## src/hw/fdc_cmd_pkg.sv

```systemverilog
// Functional notes
// Eleven commands in four types
// Host writes only when not busy
// Forced interrupt accepted while busy
// Busy held while a command runs
// Completion clears busy, raises interrupt
// Status shows error or clean end
// Type I opcodes from bits 7..4
// Type II, III, IV opcodes
// Bits 1..0 pick step rate
// Bit 2 requests track verify
// Bit 3 loads or unloads head
// Bit 4 enables track update
// Bit 0 picks FB or F8 mark
// Side compare enable and side
// Bit 1 drives side select output
// Bit 3 is sector length flag
// Bit 2 adds 15 ms settle delay
// Bit 4 selects multiple records
// Ready edges and index raise interrupt
// Immediate interrupt stays until reset; the code also clears it on a new forced interrupt
// All-zero conditions: terminate, no interrupt
// Status read or command write clears
// Not ready: reject and interrupt; the code rejects only type II/III, type I still starts
// Rate codes give 3/6/10/15 ms
// Commands while busy are ignored
// Command fields held during execution
`default_nettype none
package fdc_cmd_pkg;
  // ----------------------------------------
  // Host register map and status layout
  // ----------------------------------------
  localparam logic [1:0] CMD_STATUS_ADDR = 2'h0;
  localparam int BUSY_BIT = 0;
  localparam int NOT_READY_BIT = 7;
  localparam logic [7:0] STATUS_RESET = 8'h00;
  // ----------------------------------------
  // Command word field positions
  // ----------------------------------------
  localparam int RATE_LSB = 0;
  localparam int MARK_BIT = 0;
  localparam int SIDE_BIT = 1;
  localparam int VERIFY_BIT = 2;
  localparam int DELAY_BIT = 2;
  localparam int HEAD_BIT = 3;
  localparam int SIDE_NUM_BIT = 3;
  localparam int UPDATE_BIT = 4;
  localparam int MULTI_BIT = 4;
  localparam int IMMED_BIT = 3;
  localparam logic [7:0] MARK_NORMAL = 8'hFB;
  localparam logic [7:0] MARK_DELETED = 8'hF8;
  // ----------------------------------------
  // Timing
  // ----------------------------------------
  localparam int CLK_KHZ = 50000;
  localparam int STEP0_MS = 3;
  localparam int STEP1_MS = 6;
  localparam int STEP2_MS = 10;
  localparam int STEP3_MS = 15;
  localparam int SETTLE_MS = 15;
  localparam int STEP0_CYC = STEP0_MS * CLK_KHZ;
  localparam int STEP1_CYC = STEP1_MS * CLK_KHZ;
  localparam int STEP2_CYC = STEP2_MS * CLK_KHZ;
  localparam int STEP3_CYC = STEP3_MS * CLK_KHZ;
  localparam int SETTLE_CYC = SETTLE_MS * CLK_KHZ;
  localparam int CNT_W = 24;
  // ----------------------------------------
  // Commands and types, one-hot
  // ----------------------------------------
  typedef enum logic [10:0] {
    CMD_NONE = 11'h000, CMD_RESTORE = 11'h001, CMD_SEEK = 11'h002,
    CMD_STEP = 11'h004, CMD_STEP_IN = 11'h008, CMD_STEP_OUT = 11'h010,
    CMD_RD_SEC = 11'h020, CMD_WR_SEC = 11'h040, CMD_RD_ADDR = 11'h080,
    CMD_RD_TRK = 11'h100, CMD_WR_TRK = 11'h200, CMD_FORCE = 11'h400
  } cmd_type;
  typedef enum logic [3:0] {
    TYPE_I = 4'h1, TYPE_II = 4'h2, TYPE_III = 4'h4, TYPE_IV = 4'h8
  } class_type;
endpackage
`default_nettype wire

```

## src/hw/cmd_fields_if.sv

```systemverilog
`timescale 1ns/1ps
`default_nettype none
// Raw command word and its decoded class
interface cmd_fields_if;
  logic [7:0] word;
  fdc_cmd_pkg::cmd_type cmd;
  fdc_cmd_pkg::class_type ctype;
  // Classifier turns the word into a command
  modport classifier (input word, output cmd, output ctype);
  // Top supplies the word and reads the result
  modport owner (output word, input cmd, input ctype);
endinterface
`default_nettype wire

```

## src/hw/cmd_classifier.sv

```systemverilog
`timescale 1ns/1ps
`default_nettype none
module cmd_classifier (
  // Word in, command out
  cmd_fields_if.classifier fields
);
  // ----------------------------------------
  // Opcode decode
  // ----------------------------------------
  // Pure decode; the top registers the result
  always_comb begin
    fields.cmd = fdc_cmd_pkg::CMD_NONE;
    fields.ctype = fdc_cmd_pkg::TYPE_I;
    case (fields.word[7:4])
      // Type I group R7
      4'h0: fields.cmd = fdc_cmd_pkg::CMD_RESTORE;
      4'h1: fields.cmd = fdc_cmd_pkg::CMD_SEEK;
      4'h2, 4'h3: fields.cmd = fdc_cmd_pkg::CMD_STEP;
      4'h4, 4'h5: fields.cmd = fdc_cmd_pkg::CMD_STEP_IN;
      4'h6, 4'h7: fields.cmd = fdc_cmd_pkg::CMD_STEP_OUT;
      // Type II group R8
      4'h8, 4'h9: begin
        fields.cmd = fdc_cmd_pkg::CMD_RD_SEC;
        fields.ctype = fdc_cmd_pkg::TYPE_II;
      end
      4'hA, 4'hB: begin
        fields.cmd = fdc_cmd_pkg::CMD_WR_SEC;
        fields.ctype = fdc_cmd_pkg::TYPE_II;
      end
      // Type III group R8
      4'hC: begin
        fields.cmd = fdc_cmd_pkg::CMD_RD_ADDR;
        fields.ctype = fdc_cmd_pkg::TYPE_III;
      end
      4'hE: begin
        fields.cmd = fdc_cmd_pkg::CMD_RD_TRK;
        fields.ctype = fdc_cmd_pkg::TYPE_III;
      end
      4'hF: begin
        fields.cmd = fdc_cmd_pkg::CMD_WR_TRK;
        fields.ctype = fdc_cmd_pkg::TYPE_III;
      end
      // Type IV, eleven commands in all R1
      4'hD: begin
        fields.cmd = fdc_cmd_pkg::CMD_FORCE;
        fields.ctype = fdc_cmd_pkg::TYPE_IV;
      end
      default: fields.cmd = fdc_cmd_pkg::CMD_NONE;
    endcase
  end
endmodule
`default_nettype wire

```

## src/hw/floppy_command_decoder.sv

```systemverilog
`timescale 1ns/1ps
`default_nettype none
module floppy_command_decoder #(
  parameter int STEP0_CYCLES = fdc_cmd_pkg::STEP0_CYC,
  parameter int STEP1_CYCLES = fdc_cmd_pkg::STEP1_CYC,
  parameter int STEP2_CYCLES = fdc_cmd_pkg::STEP2_CYC,
  parameter int STEP3_CYCLES = fdc_cmd_pkg::STEP3_CYC,
  parameter int SETTLE_CYCLES = fdc_cmd_pkg::SETTLE_CYC,
  parameter bit SIDE_OUTPUT_VARIANT = 1'b1
) (
  // Clock and reset
  input wire logic ref_clk_in,
  input wire logic resetn_in,
  // Host register port
  input wire logic cs_n_in,
  input wire logic we_n_in,
  input wire logic re_n_in,
  input wire logic [1:0] addr_in,
  input wire logic [7:0] data_in,
  output logic [7:0] data_out,
  output logic data_oe_out,
  // Drive pins
  input wire logic drive_ready_in,
  input wire logic index_in,
  output logic side_select_output_out,
  output logic completion_irq_out,
  // Execution engine handshake
  input wire logic cmd_done_in,
  input wire logic [5:0] err_flags_in,
  output logic start_out,
  output logic abort_out,
  output logic busy_out,
  // Held command fields
  output logic [10:0] cmd_out,
  output logic [1:0] step_rate_select_out,
  output logic [fdc_cmd_pkg::CNT_W-1:0] step_cycles_out,
  output logic [fdc_cmd_pkg::CNT_W-1:0] settle_cycles_out,
  output logic verify_out,
  output logic head_load_out,
  output logic track_update_out,
  output logic [7:0] data_mark_out,
  output logic side_compare_en_out,
  output logic expected_side_out,
  output logic sector_len_flag_out,
  output logic multi_record_out
);
  localparam int CW = fdc_cmd_pkg::CNT_W;
  localparam int SW = 15;

  // ----------------------------------------
  // Reset release
  // ----------------------------------------
  logic [1:0] rst_q; // Release shifter
  logic rst_n; // Synchronised reset
  // Asserts at once, releases after two edges
  always_ff @(posedge ref_clk_in or negedge resetn_in) begin
    if (!resetn_in) begin
      rst_q <= 2'h0;
    end else begin
      rst_q <= {rst_q[0], 1'b1};
    end
  end
  assign rst_n = rst_q[1];

  // ----------------------------------------
  // Pin synchronisers
  // ----------------------------------------
  logic [SW-1:0] pins; // Raw pin bundle
  logic [SW-1:0] s1_q; // First stage, read only by s2
  logic [SW-1:0] s2_q; // Usable copy
  assign pins = {cs_n_in, we_n_in, re_n_in, addr_in, data_in,
                 drive_ready_in, index_in};
  // One stage pair per pin bit
  genvar g;
  generate
    for (g = 0; g < SW; g++) begin : g_sync
      always_ff @(posedge ref_clk_in or negedge rst_n) begin
        if (!rst_n) begin
          s1_q[g] <= 1'b1;
          s2_q[g] <= 1'b1;
        end else begin
          s1_q[g] <= pins[g];
          s2_q[g] <= s1_q[g];
        end
      end
    end
  endgenerate
  logic cs_n, we_n, re_n, rdy, idx;
  logic [1:0] addr;
  logic [7:0] wdata;
  assign {cs_n, we_n, re_n, addr, wdata, rdy, idx} = s2_q;

  // ----------------------------------------
  // Strobe edges
  // ----------------------------------------
  logic wr_act, rd_act; // Strobe windows at address 0
  logic wr_prev_q, rd_prev_q, rdy_prev_q, idx_prev_q;
  logic [7:0] hold_q; // Word seen during the write strobe
  logic take, rd_rise, idx_rise;
  assign wr_act = !cs_n && !we_n && addr == fdc_cmd_pkg::CMD_STATUS_ADDR;
  assign rd_act = !cs_n && !re_n && addr == fdc_cmd_pkg::CMD_STATUS_ADDR;
  // Word is taken at the strobe's trailing edge, when it is settled
  assign take = wr_prev_q && !wr_act;
  assign rd_rise = rd_act && !rd_prev_q;
  assign idx_rise = idx && !idx_prev_q;
  // Edge history
  always_ff @(posedge ref_clk_in or negedge rst_n) begin
    if (!rst_n) begin
      wr_prev_q <= 1'b0;
      rd_prev_q <= 1'b0;
      // Same level as the synchroniser reset, so no false edge
      rdy_prev_q <= 1'b1;
      idx_prev_q <= 1'b1;
      hold_q <= 8'h00;
    end else begin
      wr_prev_q <= wr_act;
      rd_prev_q <= rd_act;
      rdy_prev_q <= rdy;
      idx_prev_q <= idx;
      if (wr_act) begin
        hold_q <= wdata;
      end
    end
  end

  // ----------------------------------------
  // Classification
  // ----------------------------------------
  cmd_fields_if fields ();
  assign fields.word = hold_q;
  cmd_classifier u_classifier (
    .fields (fields.classifier)
  );
  logic is_fi, is_t1, is_t23;
  assign is_fi = fields.ctype == fdc_cmd_pkg::TYPE_IV;
  assign is_t1 = fields.ctype == fdc_cmd_pkg::TYPE_I;
  assign is_t23 = !is_fi && !is_t1;

  // ----------------------------------------
  // Acceptance
  // ----------------------------------------
  logic busy_q;
  logic accept, start, reject, fi_take;
  // The host is expected to wait for busy low R2
  // Anything but a forced interrupt is dropped while busy R25
  assign accept = take && (is_fi || !busy_q);
  assign fi_take = accept && is_fi;
  // Type II/III with drive not ready never starts R23
  assign reject = accept && is_t23 && !rdy;
  assign start = accept && !is_fi && !reject;
  assign start_out = start;
  assign abort_out = fi_take && busy_q;

  // Busy: set on start, cleared by completion or termination
  always_ff @(posedge ref_clk_in or negedge rst_n) begin
    if (!rst_n) begin
      busy_q <= 1'b0;
    end else if (fi_take) begin
      busy_q <= 1'b0;
    end else if (start) begin
      busy_q <= 1'b1;
    end else if (cmd_done_in) begin
      busy_q <= 1'b0;
    end
  end
  assign busy_out = busy_q;

  // ----------------------------------------
  // Held command fields
  // ----------------------------------------
  logic [7:0] w;
  assign w = hold_q;
  // Fields change only when a command starts R26
  always_ff @(posedge ref_clk_in or negedge rst_n) begin
    if (!rst_n) begin
      cmd_out <= 11'h000;
      step_rate_select_out <= 2'h0;
      step_cycles_out <= '0;
      settle_cycles_out <= '0;
      verify_out <= 1'b0;
      head_load_out <= 1'b0;
      track_update_out <= 1'b0;
      data_mark_out <= fdc_cmd_pkg::MARK_NORMAL;
      side_compare_en_out <= 1'b0;
      expected_side_out <= 1'b0;
      sector_len_flag_out <= 1'b0;
      multi_record_out <= 1'b0;
    end else if (start) begin
      cmd_out <= fields.cmd;
      step_rate_select_out <= 2'h0;
      verify_out <= 1'b0;
      head_load_out <= 1'b0;
      track_update_out <= 1'b0;
      step_cycles_out <= '0;
      settle_cycles_out <= '0;
      side_compare_en_out <= 1'b0;
      expected_side_out <= 1'b0;
      sector_len_flag_out <= 1'b0;
      multi_record_out <= 1'b0;
      data_mark_out <= fdc_cmd_pkg::MARK_NORMAL;
      if (is_t1) begin
        // Rate select and interval R9
        step_rate_select_out <= w[fdc_cmd_pkg::RATE_LSB +: 2];
        // Table of intervals R24
        case (w[fdc_cmd_pkg::RATE_LSB +: 2])
          2'h0: step_cycles_out <= CW'(STEP0_CYCLES);
          2'h1: step_cycles_out <= CW'(STEP1_CYCLES);
          2'h2: step_cycles_out <= CW'(STEP2_CYCLES);
          default: step_cycles_out <= CW'(STEP3_CYCLES);
        endcase
        verify_out <= w[fdc_cmd_pkg::VERIFY_BIT];
        head_load_out <= w[fdc_cmd_pkg::HEAD_BIT];
        // Only step variants honour the update bit R12
        track_update_out <= w[fdc_cmd_pkg::UPDATE_BIT] &&
                            w[7:5] != 3'h0;
      end else begin
        // Optional settle before head engage R17
        if (w[fdc_cmd_pkg::DELAY_BIT]) begin
          settle_cycles_out <= CW'(SETTLE_CYCLES);
        end
        if (fields.ctype == fdc_cmd_pkg::TYPE_II) begin
          multi_record_out <= w[fdc_cmd_pkg::MULTI_BIT];
          if (SIDE_OUTPUT_VARIANT) begin
            sector_len_flag_out <= w[fdc_cmd_pkg::SIDE_NUM_BIT];
          end else begin
            // Side compare variant R14
            side_compare_en_out <= w[fdc_cmd_pkg::SIDE_BIT];
            expected_side_out <= w[fdc_cmd_pkg::SIDE_NUM_BIT];
          end
        end
        if (fields.cmd == fdc_cmd_pkg::CMD_WR_SEC) begin
          // Normal or deleted mark R13
          data_mark_out <= w[fdc_cmd_pkg::MARK_BIT] ?
                           fdc_cmd_pkg::MARK_DELETED :
                           fdc_cmd_pkg::MARK_NORMAL;
        end
      end
    end
  end

  // Side select follows bit 1 of type II/III on the output variant
  always_ff @(posedge ref_clk_in or negedge rst_n) begin
    if (!rst_n) begin
      side_select_output_out <= 1'b0;
    end else if (SIDE_OUTPUT_VARIANT && start && is_t23) begin
      side_select_output_out <= w[fdc_cmd_pkg::SIDE_BIT];
    end
  end

  // ----------------------------------------
  // Forced interrupt conditions
  // ----------------------------------------
  logic [2:0] fi_cond_q; // Becoming ready, losing ready, index
  logic imm_q; // Immediate interrupt latch
  // Conditions armed by each forced interrupt; zero disarms R21
  always_ff @(posedge ref_clk_in or negedge rst_n) begin
    if (!rst_n) begin
      fi_cond_q <= 3'h0;
      imm_q <= 1'b0;
    end else if (fi_take) begin
      fi_cond_q <= w[2:0];
      // Only a new forced interrupt or reset removes it R20
      imm_q <= w[fdc_cmd_pkg::IMMED_BIT];
    end
  end

  // ----------------------------------------
  // Completion interrupt
  // ----------------------------------------
  logic irq_set, irq_clr, irq_q;
  logic cond_hit;
  // Ready edges and index pulses R19
  assign cond_hit = (fi_cond_q[0] && rdy && !rdy_prev_q) ||
                    (fi_cond_q[1] && !rdy && rdy_prev_q) ||
                    (fi_cond_q[2] && idx_rise);
  // A new forced interrupt drops the old immediate latch at once
  assign irq_set = (cmd_done_in && busy_q && !fi_take) || reject ||
                   cond_hit || (imm_q && !fi_take);
  // Status read or command write drops the request R22
  assign irq_clr = rd_rise || take;
  // A set in the clear cycle wins, so no event is lost
  always_ff @(posedge ref_clk_in or negedge rst_n) begin
    if (!rst_n) begin
      irq_q <= 1'b0;
    end else if (irq_set) begin
      irq_q <= 1'b1;
    end else if (irq_clr) begin
      irq_q <= 1'b0;
    end
  end
  assign completion_irq_out = irq_q;

  // ----------------------------------------
  // Status and read data
  // ----------------------------------------
  logic [5:0] err_q; // Error flags of the last command
  logic [7:0] status;
  // Errors captured at completion, cleared on a new start R6
  always_ff @(posedge ref_clk_in or negedge rst_n) begin
    if (!rst_n) begin
      err_q <= fdc_cmd_pkg::STATUS_RESET[6:1];
    end else if (start) begin
      err_q <= 6'h00;
    end else if (cmd_done_in && busy_q) begin
      err_q <= err_flags_in;
    end
  end
  assign status = {!rdy, err_q, busy_q};
  // Read data registered from the status word
  always_ff @(posedge ref_clk_in or negedge rst_n) begin
    if (!rst_n) begin
      data_out <= fdc_cmd_pkg::STATUS_RESET;
      data_oe_out <= 1'b0;
    end else begin
      data_oe_out <= rd_act;
      if (rd_act) begin
        data_out <= status;
      end
    end
  end
endmodule
`default_nettype wire

```

## config.mk

```make
export PLATFORM = sky130hd
export DESIGN_NAME = floppy_command_decoder
export DESIGN_NICKNAME = d
export VERILOG_FILES = /design/src/hw/fdc_cmd_pkg.sv /design/src/hw/cmd_fields_if.sv /design/src/hw/cmd_classifier.sv /design/src/hw/floppy_command_decoder.sv
export SDC_FILE = /design/constraint.sdc
export NUM_CORES = 1
export LEC_CHECK = 0
export BUFFER_PORTS_ARGS = -buffer_cell sky130_fd_sc_hd__buf_2
export CORE_MARGIN = 5
export CORE_UTILIZATION = 27
export CTS_CLUSTER_SIZE = 12
export DETAILED_ROUTE_END_ITERATION = 12
export GPL_ROUTABILITY_DRIVEN = 0
export PLACE_DENSITY = 0.54
export SYNTH_ARGS = -nofsm -noshare
export SYNTH_HDL_FRONTEND = slang
export SYNTH_SLANG_ARGS = --single-unit
```

## constraint.sdc

```tcl
create_clock -name ref_clk_in -period 4.9 [get_ports ref_clk_in]
set_input_delay 0.245 -clock ref_clk_in [delete_from_list [all_inputs] [get_ports ref_clk_in]]
set_output_delay 0.245 -clock ref_clk_in [all_outputs]
set_load 0.05 [all_outputs]
```

==> metrics.txt <==
largest net degree at the start of global routing=53; placed cell areas=4263 sq um; Peak Freq=351.1 MHz; top cells by count, synth=nand2_1 (78), dfrtp_1 (63), buf_4 (46); die area=17030 sq um; Worst setup EP type=output port; worst path required time=4.66 ns; Root Driver=clkbuf_16; Skew-Pair Late Insertion Delay=0.34 ns; top post-synthesis cells by area=dfrtp_1 (40%), dfstp_2 (22%), buf_4 (8.8%), nand2_1 (7.5%), mux2_2 (2.3%); antenna violations before repair=0; synth unique cells=36; Final TNS setup=0 ns; Hold Path Origin=index_in; TritonCTS buffer count=9; DR vias/cell=4.136; htree depth=3; top cell type's share of synthesized area=40.22%; ANT cells=0; Final Hold Viols=0; global-route wire length before repair=12370 um; final setup fails=0; switch share=39.85%; Setup CP Type=reg2out; Top Ports=114; Starting Density=27.28%; synthesis warning total=0; reg-to-reg endpoint=step_cycles_out[6]$_DFFE_PN0P_; worst-case clock buffer depth=2; Post-Place Cells=579; Area Growth Syn to Fin=19.92%; fin crit share=58.12%; Tightest Pin Transition=0.9521 ns; hpwl dp=5761 um; share of layout cells above drive strength 1=34.82%; cell count after synthesis=341; Worst R2R Setup Slack=2.47 ns; RSZ-0062 raised after global routing=no; internal power=1487 uW; pwr/cell area=526.1 nW/um^2; worst hold path type=in2reg; Yosys reg bits=96; WL/cell=13.16 um; num rows=44; fin cells=609; final instance area=4701 sq um; clk sinks=96; drt drc=0; Max-Cap Viols=0; core box area=14370 sq um; headroom to the max-slew limit=36.52%; Post-Route WL=8012 um; GRT overflow=0; sequential fraction of the synthesis area=62.34%; Hold Path Sink=s1_q[0]$_DFF_PN1_; Fillers=1468; critical path data arrival time=2.60 ns; drt first pass iters=4; Die Wd=130.5 um; Startpoint Class=flip-flop; gr usage total=9.368%; Mapped Area=3920 sq um; most frequent cell after synthesis=nand2_1; clock network fraction of total power=27.6%; Yosys top cell by area=dfrtp_1; Starting DRT DRC Count=76; # nets final=450; CP Max Fanout=32; post-route ant nets=0; asr flop ratio synth=100.0%; r2r worst-path depth=4; Crit Reg-Reg Startpoint=fields.word[7]$_DFFE_PN0P_; routed via count=2519; post_cts resized=0; NetSw=985.4 uW; Slew Viols, Final=0; number of global-route vias before repair=2446; outcome=completed; P_leak=0.002313 uW; Post-synth EDFFs=0; Pwr Total=2473 uW; Sequential Power Share=41.8%; Peak VDD IR=166.9 uV; clk_skew=0.009234 ns; die height=130.5 um; CTS tree=yes; Syn Area/Cell=11.50 sq um; Top FF cell, synth=dfrtp_1; port bufs=82; Comb power frac=30.6%; clk slew on worst S/H paths=0.06 ns; Min Clock Period, post-route=2.848 ns; hold path depth=1
layer usage:
| metal | wire length, um | global-route usage (%) | up-vias |
|---|---|---|---|
| met2 | 3671 | 14.89 | 89 |
| met1 | 3574 | 11.99 | 1210 |
| met4 | 144 | 4.537 | 0 |
| met3 | 622 | 2.276 | 12 |
| li1 | - | - | 1208 |
| met5 | 0 | 0 | - |
worst max-delay path by stage:
stage,start,end,slack [ns],cells after the start
final,fields.word[7]$_DFFE_PN0P_,start_out,2.05,4
after global routing,fields.word[7]$_DFFE_PN0P_,start_out,1.91,4
after CTS,fields.word[7]$_DFFE_PN0P_,start_out,2.05,4
after detailed placement,fields.word[7]$_DFFE_PN0P_,start_out,2.42,4
after global placement,fields.word[7]$_DFFE_PN0P_,start_out,2.44,4
after floorplan,rst_q[1]$_DFF_PN0_,busy_out$_DFFE_PN0P_,2.09,0
power groups by stage:
stage | Combinational [uW] | Sequential (uW) | Clock (uW)
finish | 756 | 1030 | 683
detailed placement | 754 | 1050 | 0
floorplan | 376 | 1300 | 0
global placement | 750 | 1040 | 0
global route | 802 | 1060 | 731
CTS | 764 | 1040 | 706
sequential cells by signal, indices dropped and copies added, names as in the netlist, 2 cells and up:
| signal | flops |
|---|---|
| data_out | 8 |
| s2_q | 8 |
| rst_q | 2 |
| step_rate_select_out | 2 |
| step_cycles_out | 11 |
| addr | 2 |
| fi_cond_q | 3 |
| err_q | 6 |
| cmd_out | 11 |
| fields.word | 8 |
| s1_q | 15 |
what timing repair did:
action | 4_1_cts | 5_1_grt
endpoints found under the hold margin | 15 | 0
hold buffers | 14 | 0
setup buffers | 0 | 0
kinds of logic (layout without fill, tap and decap cells):
| group | after synthesis | count (layout) | share of synthesized area, % |
|---|---|---|---|
| compound gates | 41 | 41 | 7.661 |
| flops | 96 | 96 | 62.34 |
| other cells | 2 | 32 | 0.1916 |
| fa+ha+maj | 6 | 6 | 1.915 |
| simple gates | 120 | 120 | 13.79 |
| buf+inv | 68 | 122 | 11.81 |
| mux | 8 | 8 | 2.298 |
critical path: stages, from the launching register on:
cell	delay (ns)
dfrtp_1	0.73
and4b_1	0.42
or4_1	0.51
inv_2	0.28
buf_2	0.33
through the flow:
step	util, %	hold WS (ns)	setup slack [ns]
finish	32.72	0.01316	2.052
global route	32.72	0.001735	1.906
CTS	32.72	0.0001610	2.049
detailed placement	29.67	0.03305	2.417
global placement	29.67	0.03069	2.441
floorplan	-	-0.05059	2.086
layout make-up:
class	instances	area, sq um	area share, %
Tap cell	184	230.2	4.898
Clock buffer	15	289.0	6.149
Sequential cell	96	2447	52.06
Timing Repair Buffer	99	573.1	12.19
Multi-Input combinational cell	207	1126	23.96
Inverter	7	26.28	0.5590
Clock inverter	1	8.758	0.1863
cells in the final DEF, fill, tap and decap left out, types with 3 or more instances in the layout:
cell type	instances
dfstp_2	33
dfrtp_1	62
buf_2	82
clkbuf_1	3
nand3_1	15
mux2_2	8
nor2_1	7
o31ai_1	6
nand3b_1	6
nand2_1	78
dlygate4sd3_1	14
nor2b_1	3
clkbuf_16	10
a21oi_1	10
o21ai_0	10
buf_4	3
conb_1	32
ha_1	6
o31ai_2	3
and2_1	3
o41ai_1	5
inv_1	5
(Power assumes the default switching activity.)
